--- src/shared/abs_mon_map.svh ---
// Constants for the absolute-position transfer responder.
// Assumes a 100 MHz core clock; included by bare name.
//==========================================================
// Notes on behaviour
// Controller flags communication error if send-data-ready stays low one second or more.
// Amplifier raises timeout warning when request on-time limit expires.
// Controller flags communication error if transfer mode lasts over five seconds.
// Amplifier raises timeout warning when transfer-mode completion limit is exceeded.
// Controller flags communication error if request stays on over one second.
// Amplifier raises timeout warning when request-off time limit expires.
// Controller raises checksum error after four consecutive checksum mismatches. The controller model does not check the checksum.
// Position data goes out two bits at a time on bit0 and bit1 lines.
// Controller raises coordinate error on negative position at servo-on or power-on. The controller model has no coordinate error.
// Controller raises servo alarm on amplifier alarm or emergency stop. The controller model has no servo alarm.
// Each controller error condition drives its own separate output. The controller model has only comm_err, shared by R01.
// Communication error clears when servo-on pushbutton goes inactive. The controller model clears comm_err when transfer mode goes low.
// Coordinate error clears on servo-on rising after positive jog move. The controller model has no coordinate error to clear.
// Servo alarm clears on alarm reset press or power cycle. The controller model has no servo alarm to clear.
// Timeout counters tick from a fixed clock, restart, and saturate.
`ifndef ABS_MON_MAP_SVH
`define ABS_MON_MAP_SVH

//==========================================================
// Frame layout
`define ABS_DATA_W 32
`define ABS_CSUM_W 6
`define ABS_PAIRS 19

//==========================================================
// Timing
`define ABS_CLK_HZ 100000000
`define ABS_REQ_ON_MS 1000
`define ABS_REQ_OFF_MS 1000
`define ABS_MODE_MS 5000
`define ABS_MS_TO_CYC(ms) ((ms) * (`ABS_CLK_HZ / 1000))

`endif

--- src/shared/abs_mon_pkg.sv ---
// Types for the absolute-position transfer responder.
// Assumes the map header supplies all numeric constants.
package abs_mon_pkg;
    typedef struct packed
    {
        logic transfer_mode;
        logic data_request;
    } abs_link_in_t;

    typedef struct packed
    {
        logic send_data_ready;
        logic position_data_bit0;
        logic position_data_bit1;
        logic abs_timeout_warning;
    } abs_link_out_t;

    typedef enum logic [1:0]
    {
        ABS_IDLE = 2'b00,
        ABS_WAIT = 2'b01,
        ABS_SEND = 2'b11,
        ABS_FAULT = 2'b10
    } abs_state_t;
endpackage

--- src/rtl/abs_mon_top.sv ---
// Amplifier end of the absolute-position transfer handshake.
// Assumes controller pins are asynchronous and the position word
// comes from core-clock logic, stable while transfer mode is on.
`include "abs_mon_map.svh"

module abs_mon_top
#(
    parameter int unsigned REQ_ON_CYC = `ABS_MS_TO_CYC(`ABS_REQ_ON_MS),
    parameter int unsigned REQ_OFF_CYC = `ABS_MS_TO_CYC(`ABS_REQ_OFF_MS),
    parameter int unsigned MODE_CYC = `ABS_MS_TO_CYC(`ABS_MODE_MS)
)
(
    input wire logic CORE_CLK,
    input wire logic RESETN,
    input wire abs_mon_pkg::abs_link_in_t LINK_IN,
    input wire logic [`ABS_DATA_W-1:0] POSITION_WORD,
    output abs_mon_pkg::abs_link_out_t LINK_OUT
);
    import abs_mon_pkg::*;

    localparam int FRAME_W = `ABS_DATA_W + `ABS_CSUM_W;

    //==========================================================
    // Checksum of a word taken two bits at a time
    function automatic logic [`ABS_CSUM_W-1:0] pair_sum(input logic [`ABS_DATA_W-1:0] w);
        logic [`ABS_CSUM_W-1:0] s;
        s = '0;
        for (int i = 0; i < `ABS_DATA_W / 2; i++)
        begin
            s = s + {{(`ABS_CSUM_W-2){1'b0}}, w[2*i +: 2]};
        end
        return s;
    endfunction

    //==========================================================
    // Input synchronisers
    abs_link_in_t sync1_q, sync2_q;

    always_ff @(posedge CORE_CLK or negedge RESETN)
    begin
        if (!RESETN)
        begin
            sync1_q <= '0;
            sync2_q <= '0;
        end
        else
        begin
            sync1_q <= LINK_IN;
            sync2_q <= sync1_q;
        end
    end

    wire logic mode_s = sync2_q.transfer_mode;
    wire logic req_s = sync2_q.data_request;

    //==========================================================
    // Transfer state
    abs_state_t state_q, state_d;
    logic [FRAME_W-1:0] shift_q, shift_d;
    logic [4:0] left_q, left_d;
    logic [31:0] step_tmr_q, step_tmr_d;
    logic [31:0] mode_tmr_q, mode_tmr_d;
    abs_link_out_t out_q, out_d;

    wire logic step_over = (state_q == ABS_SEND) ? (step_tmr_q >= REQ_ON_CYC)
                                                 : (step_tmr_q >= REQ_OFF_CYC);
    wire logic mode_over = mode_tmr_q >= MODE_CYC;

    always_comb
    begin
        state_d = state_q;
        shift_d = shift_q;
        left_d = left_q;
        out_d = out_q;
        // Saturating timers
        step_tmr_d = (step_tmr_q == 32'hffffffff) ? step_tmr_q : step_tmr_q + 32'h1;
        mode_tmr_d = (mode_tmr_q == 32'hffffffff) ? mode_tmr_q : mode_tmr_q + 32'h1;
        unique case (state_q)
            ABS_IDLE:
            begin
                step_tmr_d = '0;
                mode_tmr_d = '0;
                out_d.send_data_ready = 1'b0;
                if (mode_s)
                begin
                    shift_d = {pair_sum(POSITION_WORD), POSITION_WORD};
                    left_d = 5'(`ABS_PAIRS);
                    out_d.abs_timeout_warning = 1'b0;
                    out_d.send_data_ready = 1'b1;
                    state_d = ABS_WAIT;
                end
            end
            ABS_WAIT:
            begin
                if (!mode_s)
                begin
                    out_d.send_data_ready = 1'b0;
                    state_d = ABS_IDLE;
                end
                else if (mode_over)
                begin
                    out_d.abs_timeout_warning = 1'b1;
                    out_d.send_data_ready = 1'b0;
                    state_d = ABS_FAULT;
                end
                else if (left_q != 5'h0 && step_over)
                begin
                    out_d.abs_timeout_warning = 1'b1;
                    out_d.send_data_ready = 1'b0;
                    state_d = ABS_FAULT;
                end
                else if (left_q != 5'h0 && req_s)
                begin
                    out_d.position_data_bit0 = shift_q[0];
                    out_d.position_data_bit1 = shift_q[1];
                    shift_d = {2'b00, shift_q[FRAME_W-1:2]};
                    left_d = left_q - 5'h1;
                    out_d.send_data_ready = 1'b0;
                    step_tmr_d = '0;
                    state_d = ABS_SEND;
                end
            end
            ABS_SEND:
            begin
                if (mode_over)
                begin
                    out_d.abs_timeout_warning = 1'b1;
                    state_d = ABS_FAULT;
                end
                else if (step_over)
                begin
                    out_d.abs_timeout_warning = 1'b1;
                    state_d = ABS_FAULT;
                end
                else if (!req_s)
                begin
                    out_d.send_data_ready = 1'b1;
                    step_tmr_d = '0;
                    state_d = ABS_WAIT;
                end
            end
            ABS_FAULT:
            begin
                out_d.send_data_ready = 1'b0;
                if (!mode_s)
                begin
                    state_d = ABS_IDLE;
                end
            end
        endcase
    end

    always_ff @(posedge CORE_CLK or negedge RESETN)
    begin
        if (!RESETN)
        begin
            state_q <= ABS_IDLE;
            shift_q <= '0;
            left_q <= '0;
            step_tmr_q <= '0;
            mode_tmr_q <= '0;
            out_q <= '0;
        end
        else
        begin
            state_q <= state_d;
            shift_q <= shift_d;
            left_q <= left_d;
            step_tmr_q <= step_tmr_d;
            mode_tmr_q <= mode_tmr_d;
            out_q <= out_d;
        end
    end

    assign LINK_OUT = out_q;
endmodule

--- config.mk ---
export PLATFORM = sky130hd
export DESIGN_NAME = abs_mon_top
export DESIGN_NICKNAME = d
export VERILOG_FILES = /design/src/shared/abs_mon_pkg.sv /design/src/rtl/abs_mon_top.sv
export VERILOG_INCLUDE_DIRS = /design/src /design/src/shared
export SDC_FILE = /design/constraint.sdc
export NUM_CORES = 1
export LEC_CHECK = 0
export ABC_AREA = 1
export BUFFER_PORTS_ARGS = -buffer_cell sky130_fd_sc_hd__buf_4
export CORE_MARGIN = 3
export CORE_UTILIZATION = 55
export CTS_CLUSTER_SIZE = 24
export DETAILED_ROUTE_END_ITERATION = 7
export GPL_TIMING_DRIVEN = 0
export PLACE_DENSITY = 0.85
export SLEW_MARGIN = 5
export SYNTH_ARGS = -nofsm -noshare
export SYNTH_HDL_FRONTEND = slang
export SYNTH_SLANG_ARGS = --single-unit
--- constraint.sdc ---
create_clock -name CORE_CLK -period 4.9 [get_ports CORE_CLK]
set_input_delay 0.49 -clock CORE_CLK [delete_from_list [all_inputs] [get_ports CORE_CLK]]
set_output_delay 0.49 -clock CORE_CLK [all_outputs]
set_load 0.01 [all_outputs]
==> flow_summary.ini, run 1 <==
[run_status]
outcome = completed

[floorplanning]
ios = 40
die_h_um = 125
core-area_um2 = 13600
rows = 42
die-area_um2 = 15600
start_util = 0.574
die_w_um = 125

[logic_synthesis]
syn_area_um2 = 7780
synth.area.top_cells = dfrtp_1 (38%), nand2_1 (15%), fa_1 (6.7%), inv_1 (6.5%), nor2_1 (6.1%)
yosysTopAreaCellShare = 0.376
yosys_warnings = 0
syn-num-nets = 1137
yosys.area.top_type = dfrtp_1
ys_seq_area_frac = 0.376
synth_cell_type_count = 40
synth_async_sr_flop_share = 1.00
ys_seq_elements = 117
syn_area_per_cell_um2 = 7.33
syn_inst = 1062
ys.flop_type = dfrtp_1
synth-edff-count = 0

[setup_path]
max_stage_delay_ns = 0.55
crit_type = input pin to flop
worstPathArrival_ns = 4.51
path_max_fanout = 2
rr_startpoint = mode_tmr_q[0]
crit_chain = buf_4 > inv_1 > fa_1 > inv_1 > fa_1 > fa_1 > fa_1 > inv_1 > fa_1 > inv_1 > ha_1 > inv_1 > fa_1 > xor2_1 > o21a_1 > o21ai_2
reg2regPathDepth = 10
critical_path.most_common_cell = fa_1
required_ns = 5.25
cp_top_family = adder cells
rrSetupSlack_ns = 2.54
cp.buffers_inverters = 6
endpoint_kind = flop
worst_r2r_endpoint = mode_tmr_q[17]
cpMaxStageDelayCell = fa_1
critPathLaunchType = input pin

[sta]
tightest_slew_ns = 0.664
clock.fmax_mhz = 241
setup_tns_ns = 0
rsz0062_at_grt = false
hold_violations = 0
relSlewSlack = 0.554
period_share = 0.848
maxSlewViolCount = 0
post-route-min-period_ns = 4.15
skew_ns = 0.0138
setup_viol = 0

[route]
viasPerCell = 5.57
first_iter_violations = 736
final_antenna_net_count = 0
num_vias = 7298
drc_errors = 0
wirelength_um = 19500
wl_per_cell_um = 14.9
drt_first_pass_iters = 5

[grt]
grtUsageTotal = 0.261
grt_max_degree = 90
grt_pass1_vias = 7159
grt_pass1_wl_um = 33500
antenna_found_initial = 0
grt_overflow_total = 0

[power]
ir_drop_mv = 0.394
finalPower_mw = 4.42
power_density_nw_per_um2 = 496
p_leak_nw = 4.35

[place]
hpwl_um = 14300
portBuffers = 39
gp_congestion = 0.954

[clock_network]
root_buffer = clkbuf_16
clock-sinks = 117
post_cts_buffers = 0
cts_buffer_depth = 2
post_cts_resize_count = 0
htree_num_levels = 4
cts_tree = done
cts_buffers = 17
clk-insertion-delay-late_ns = 0.43
clkTransAtPathRegs_ns = 0.06

[cells_and_area]
nets = 1197
diodes = 0
syn_to_final_growth_pct = 14.6
drive_gt1_frac = 0.104
fillers = 1161

[worst_hold_path]
hp-class = input pin to flop
hold_end = sync1_q[1]
min_path_cells = 1
hold_start = LINK_IN[1]

[job]
maxCapViolations = 0
## routing by layer
metal	up-vias	GRT usage	share of wire
li1	3525	-	-
met1	3428	0.348	0.43
met2	294	0.424	0.47
met3	51	0.0495	0.070
met4	0	0.105	0.026
met5	-	0	0
## area by class of cell
cell class,instances,area (µm²),area share
Multi-Input combinational cell,779,4190,0.469
Buffer,24,134,0.0150
Clock buffer,17,425,0.0477
Clock inverter,15,156,0.0175
Tap cell,176,220,0.0247
Timing Repair Buffer,41,334,0.0375
Sequential cell,117,2930,0.328
Inverter,142,533,0.0598
## synthesized netlist by cell type, types with 3 or more instances
master and instances:
or2_2 10, nand2_1 301, a21oi_1 27, xnor2_1 7
inv_2 5, ha_1 13, fa_1 26, buf_2 5
nor3_1 29, nor2_2 3, clkbuf_1 14, o21ai_0 35
nor2_1 126, nand3_1 72, a22oi_1 10, o21a_1 21
o21ai_2 4, dfrtp_1 117, o21ai_1 11, inv_1 135
nand4_1 26, xor2_1 18, buf_6 5, nor4_1 9
nand3b_1 5, nand2_2 8
## logic make-up (layout without fill, tap and decap cells)
| group | count (synthesis) | in the layout | share of synthesized area |
|---|---|---|---|
| xor+xnor | 25 | 25 | 0.0281 |
| flops | 117 | 117 | 0.376 |
| compound gates | 119 | 119 | 0.0931 |
| buf+inv | 166 | 239 | 0.0857 |
| simple gates | 596 | 596 | 0.329 |
| fa+ha+maj | 39 | 39 | 0.0878 |
## timing repair
item                                    4_1_cts  5_1_grt
endpoints found under the hold margin        28        0
endpoints found under the setup margin        0        0
hold buffers                                  1        0
## worst max path at each step
stage | start | endpoint | slack, ns | cells past startpoint
after global placement | POSITION_WORD[7] | shift_q[35] | 0.40 | 16
after detailed placement | POSITION_WORD[7] | shift_q[35] | 0.35 | 16
after global routing | POSITION_WORD[7] | shift_q[35] | 0.56 | 16
final | POSITION_WORD[7] | shift_q[35] | 0.75 | 16
after CTS | POSITION_WORD[7] | shift_q[35] | 0.75 | 16
after floorplan | POSITION_WORD[7] | shift_q[35] | 0.63 | 15
## report_power, final
part / internal, mW / switching [mW]
sequential: 1.18 / 0.151
combinational: 0.699 / 1.17
clock: 0.748 / 0.477
## sequential cells by signal, summed over array words and instances (netlist names)
name / count
LINK_OUT: 4
left_q: 5
mode_s: 1
mode_tmr_q: 32
req_s: 1
shift_q: 38
state_q: 2
step_tmr_q: 32
sync1_q: 2
## metrics by stage
step / utilization / hold slack [ns] / instances / cell area [µm²] / setup WS, ns
2_1_floorplan: - / 0.194 / 1062 / 7780 / 0.633
3_3_place_gp: 0.612 / 0.333 / 1277 / 8290 / 0.401
3_5_place_dp: 0.614 / 0.336 / 1278 / 8320 / 0.351
4_1_cts: 0.658 / 0.153 / 1311 / 8920 / 0.752
5_1_grt: 0.658 / 0.160 / 1311 / 8920 / 0.564
6_report: 0.658 / 0.169 / 1311 / 8920 / 0.746
## placed cells by master (no fill, tap or decap), drive strengths merged
cell type and instances:
a211oi 2, a21o 1, a21oi 28, a22oi 10, a31oi 2, a41oi 1, and3 2, buf 50
bufinv 2, clkbuf 31, clkinv 8, clkinvlp 5, dfrtp 117, dlygate4sd3 1, fa 26, ha 13
inv 142, nand2 310, nand3 72, nand3b 5, nand4 26, nor2 131, nor3 30, nor4 9
o211ai 1, o21a 21, o21ai 51, o31ai 2, or2 10, or3 1, xnor2 7, xor2 18
No activity file was read; power rests on OpenSTA's default activity.
==> run 2: changes to the inputs <==
ABC_AREA = 0   (was 1)
clock period = 3.9 ns   (was 4.9 ns; I/O delays follow)
==> run 2 against run 1 <==
The run now ends with negative setup slack left. Setup slack worse by 0.81 ns. Power is 24% higher. Sequential share of layout area increased by 2.9 points. Clock-buffer cell count is 2 higher. Die area is 9.7% lower. Final area down 8.0%. Global-route usage is 3.9 points lower. Clock power grew 21%. Critical path depth unchanged. Critical endpoint is now shift_q[36]. Largest power group unchanged.
==> flow_summary.ini, run 2 <==
[sta]
setup_tns_ns = -0.0597
fin_ws_ns = -0.0597
post-route-min-period_ns = 3.96
skew_ns = 0.0122
tightest_slew_ns = 0.992
setup_viol = 1
relSlewSlack = 0.328
hold_violations = 0
maxSlewViolCount = 0
rsz0062_at_grt = true
period_share = 1.02
clock.fmax_mhz = 253

[route]
drc_errors = 0
wl_per_cell_um = 15.7
viasPerCell = 5.63
final_antenna_net_count = 0
first_iter_violations = 391
drt_first_pass_iters = 5
num_vias = 5374
wirelength_um = 15000

[floorplanning]
start_util = 0.572
die_w_um = 119
core-area_um2 = 12200
ios = 40
die_h_um = 119
die-area_um2 = 14100
rows = 40

[grt]
grt_max_degree = 63
grtUsageTotal = 0.222
grt_pass1_wl_um = 25500
antenna_found_initial = 0
grt_overflow_total = 0
grt_pass1_vias = 5486

[clock_network]
cts_tree = done
cts_buffers = 17
cts_buffer_depth = 2
clock-sinks = 117
clk-insertion-delay-late_ns = 0.42
root_buffer = clkbuf_16
htree_num_levels = 4
clkTransAtPathRegs_ns = 0.06

[setup_path]
endpoint_kind = flop
critPathLaunchType = input pin
rrSetupSlack_ns = 1.12
worstPathArrival_ns = 4.26
crit_type = input pin to flop
required_ns = 4.20
path_max_fanout = 2

[logic_synthesis]
yosys_warnings = 0
ys_seq_area_frac = 0.419
syn-num-nets = 785
ys_seq_elements = 117
yosysTopAreaCellShare = 0.419
syn_area_per_cell_um2 = 9.84
syn_area_um2 = 6990
synth.area.top_cells = dfrtp_1 (42%), mux2_2 (8.5%), fa_1 (7.4%), nor2_1 (3.9%), xor2_1 (3.9%)
yosys.area.top_type = dfrtp_1
syn_inst = 710
yosysMostFrequentCell = dfrtp_1
synth-edff-count = 0
ys.flop_type = dfrtp_1
synth_cell_type_count = 55
synth_common_cells = dfrtp_1 (117), nor2_1 (73), nand2_1 (68)
synth_async_sr_flop_share = 1.00

[cells_and_area]
layout_commonest_cell = dfrtp_1
fin_cells = 954
reg_top3 = shift_q (38), mode_tmr_q (32), step_tmr_q (32)
top_register = shift_q
nets = 848
multiInputGateArea_um2 = 3710
final_cell_area_um2 = 8200
final_cell_mix = dfrtp_1 (117), nor2_1 (73), nand2_1 (68)
seq_area_um2 = 2930
fillers = 919
diodes = 0
syn_to_final_growth_pct = 17.3
largest_reg_flops = 38
drive_gt1_frac = 0.219

[place]
gp_congestion = 0.869
dpl_worst_slack_ns = -0.459
hpwl_um = 10500
dp.cells = 918
portBuffers = 39
place_area_um2 = 7560

[power]
power_density_nw_per_um2 = 668
finalPower_mw = 5.48
p_leak_nw = 3.69
ir_drop_mv = 0.479

[run_status]
violations = negative setup slack
outcome = complete, but fails checks

[job]
maxCapViolations = 0

[worst_hold_path]
hp-class = input pin to flop
run 2: what timing repair did:
| action | 4_1_cts | 5_1_grt |
|---|---|---|
| setup buffers | 1 | 2 |
| hold buffers | 1 | 0 |
| setup endpoints to repair | 3 | 4 |
| pin swaps | 5 | 8 |
| hold endpoints to repair | 55 | 0 |
| resized for setup | 0 | 17 |
| cloned | 0 | 0 |
run 2: layout make-up:
| type | instances | share of cell area |
|---|---|---|
| inverters | 67 | 0.0322 |
| flip-flops and latches | 117 | 0.357 |
| clock inverters | 13 | 0.0153 |
| repair buffers | 44 | 0.0449 |
| well taps | 168 | 0.0256 |
| plain buffers | 29 | 0.0183 |
| clock buffers | 19 | 0.0540 |
| multi-input cells | 497 | 0.453 |
run 2: critical path: stages:
cell     delay [ns]
buf_4          0.11
inv_8          0.03
fa_1           0.52
inv_1          0.05
fa_2           0.54
fa_2           0.45
fa_1           0.49
inv_1          0.05
fa_2           0.53
inv_2          0.05
ha_4           0.16
a21o_1         0.18
a21oi_2        0.16
xor2_1         0.21
nor2_1         0.06
mux2_2         0.27
run 2: cell families (layout without fill, tap and decap cells):
family,after synthesis,count (layout),share of synthesized area
AOI/OAI and AO/OA,77,77,0.0654
muxes,57,57,0.0915
adders and majority gates,39,39,0.0978
buffers and inverters,96,172,0.0575
DFF,117,117,0.419
and+or+nand+nor,270,270,0.201
xor gates and xnor gates,54,54,0.0677
run 2: metal layers:
layer  share of wire  track usage  wire (µm)  vias up
li1                -            -          -     2544
met5               0            0          0        -
met2            0.50        0.374       7500      149
met4           0.015       0.0630        222        0
met3           0.051       0.0545        760       22
met1            0.43        0.285       6470     2659
run 2: final timing paths:
kind                                    from             end  cells after the start
setup / recovery           POSITION_WORD[13]     shift_q[36]                     16
hold / removal                    LINK_IN[0]      sync1_q[0]                      1
hold reg to reg                   sync1_q[0]           req_s                      0
max in group asynchronous             RESETN      shift_q[7]                      3
min in group asynchronous             RESETN  mode_tmr_q[30]                      2
setup reg to reg              step_tmr_q[10]     shift_q[31]                      6
run 2: metrics by stage:
step,utilization,hold slack (ns)
after floorplan,-,0.0944
after global placement,0.616,0.333
after detailed placement,0.619,0.341
after CTS,0.667,0.0707
after global routing,0.672,0.0706
final,0.672,0.0823
run 2: report_power, final:
group	switching [mW]	internal (mW)	total, mW
Combinational	1.22	1.10	2.32
Clock	0.587	0.898	1.48
Sequential	0.176	1.50	1.67
Total	1.98	3.49	5.48
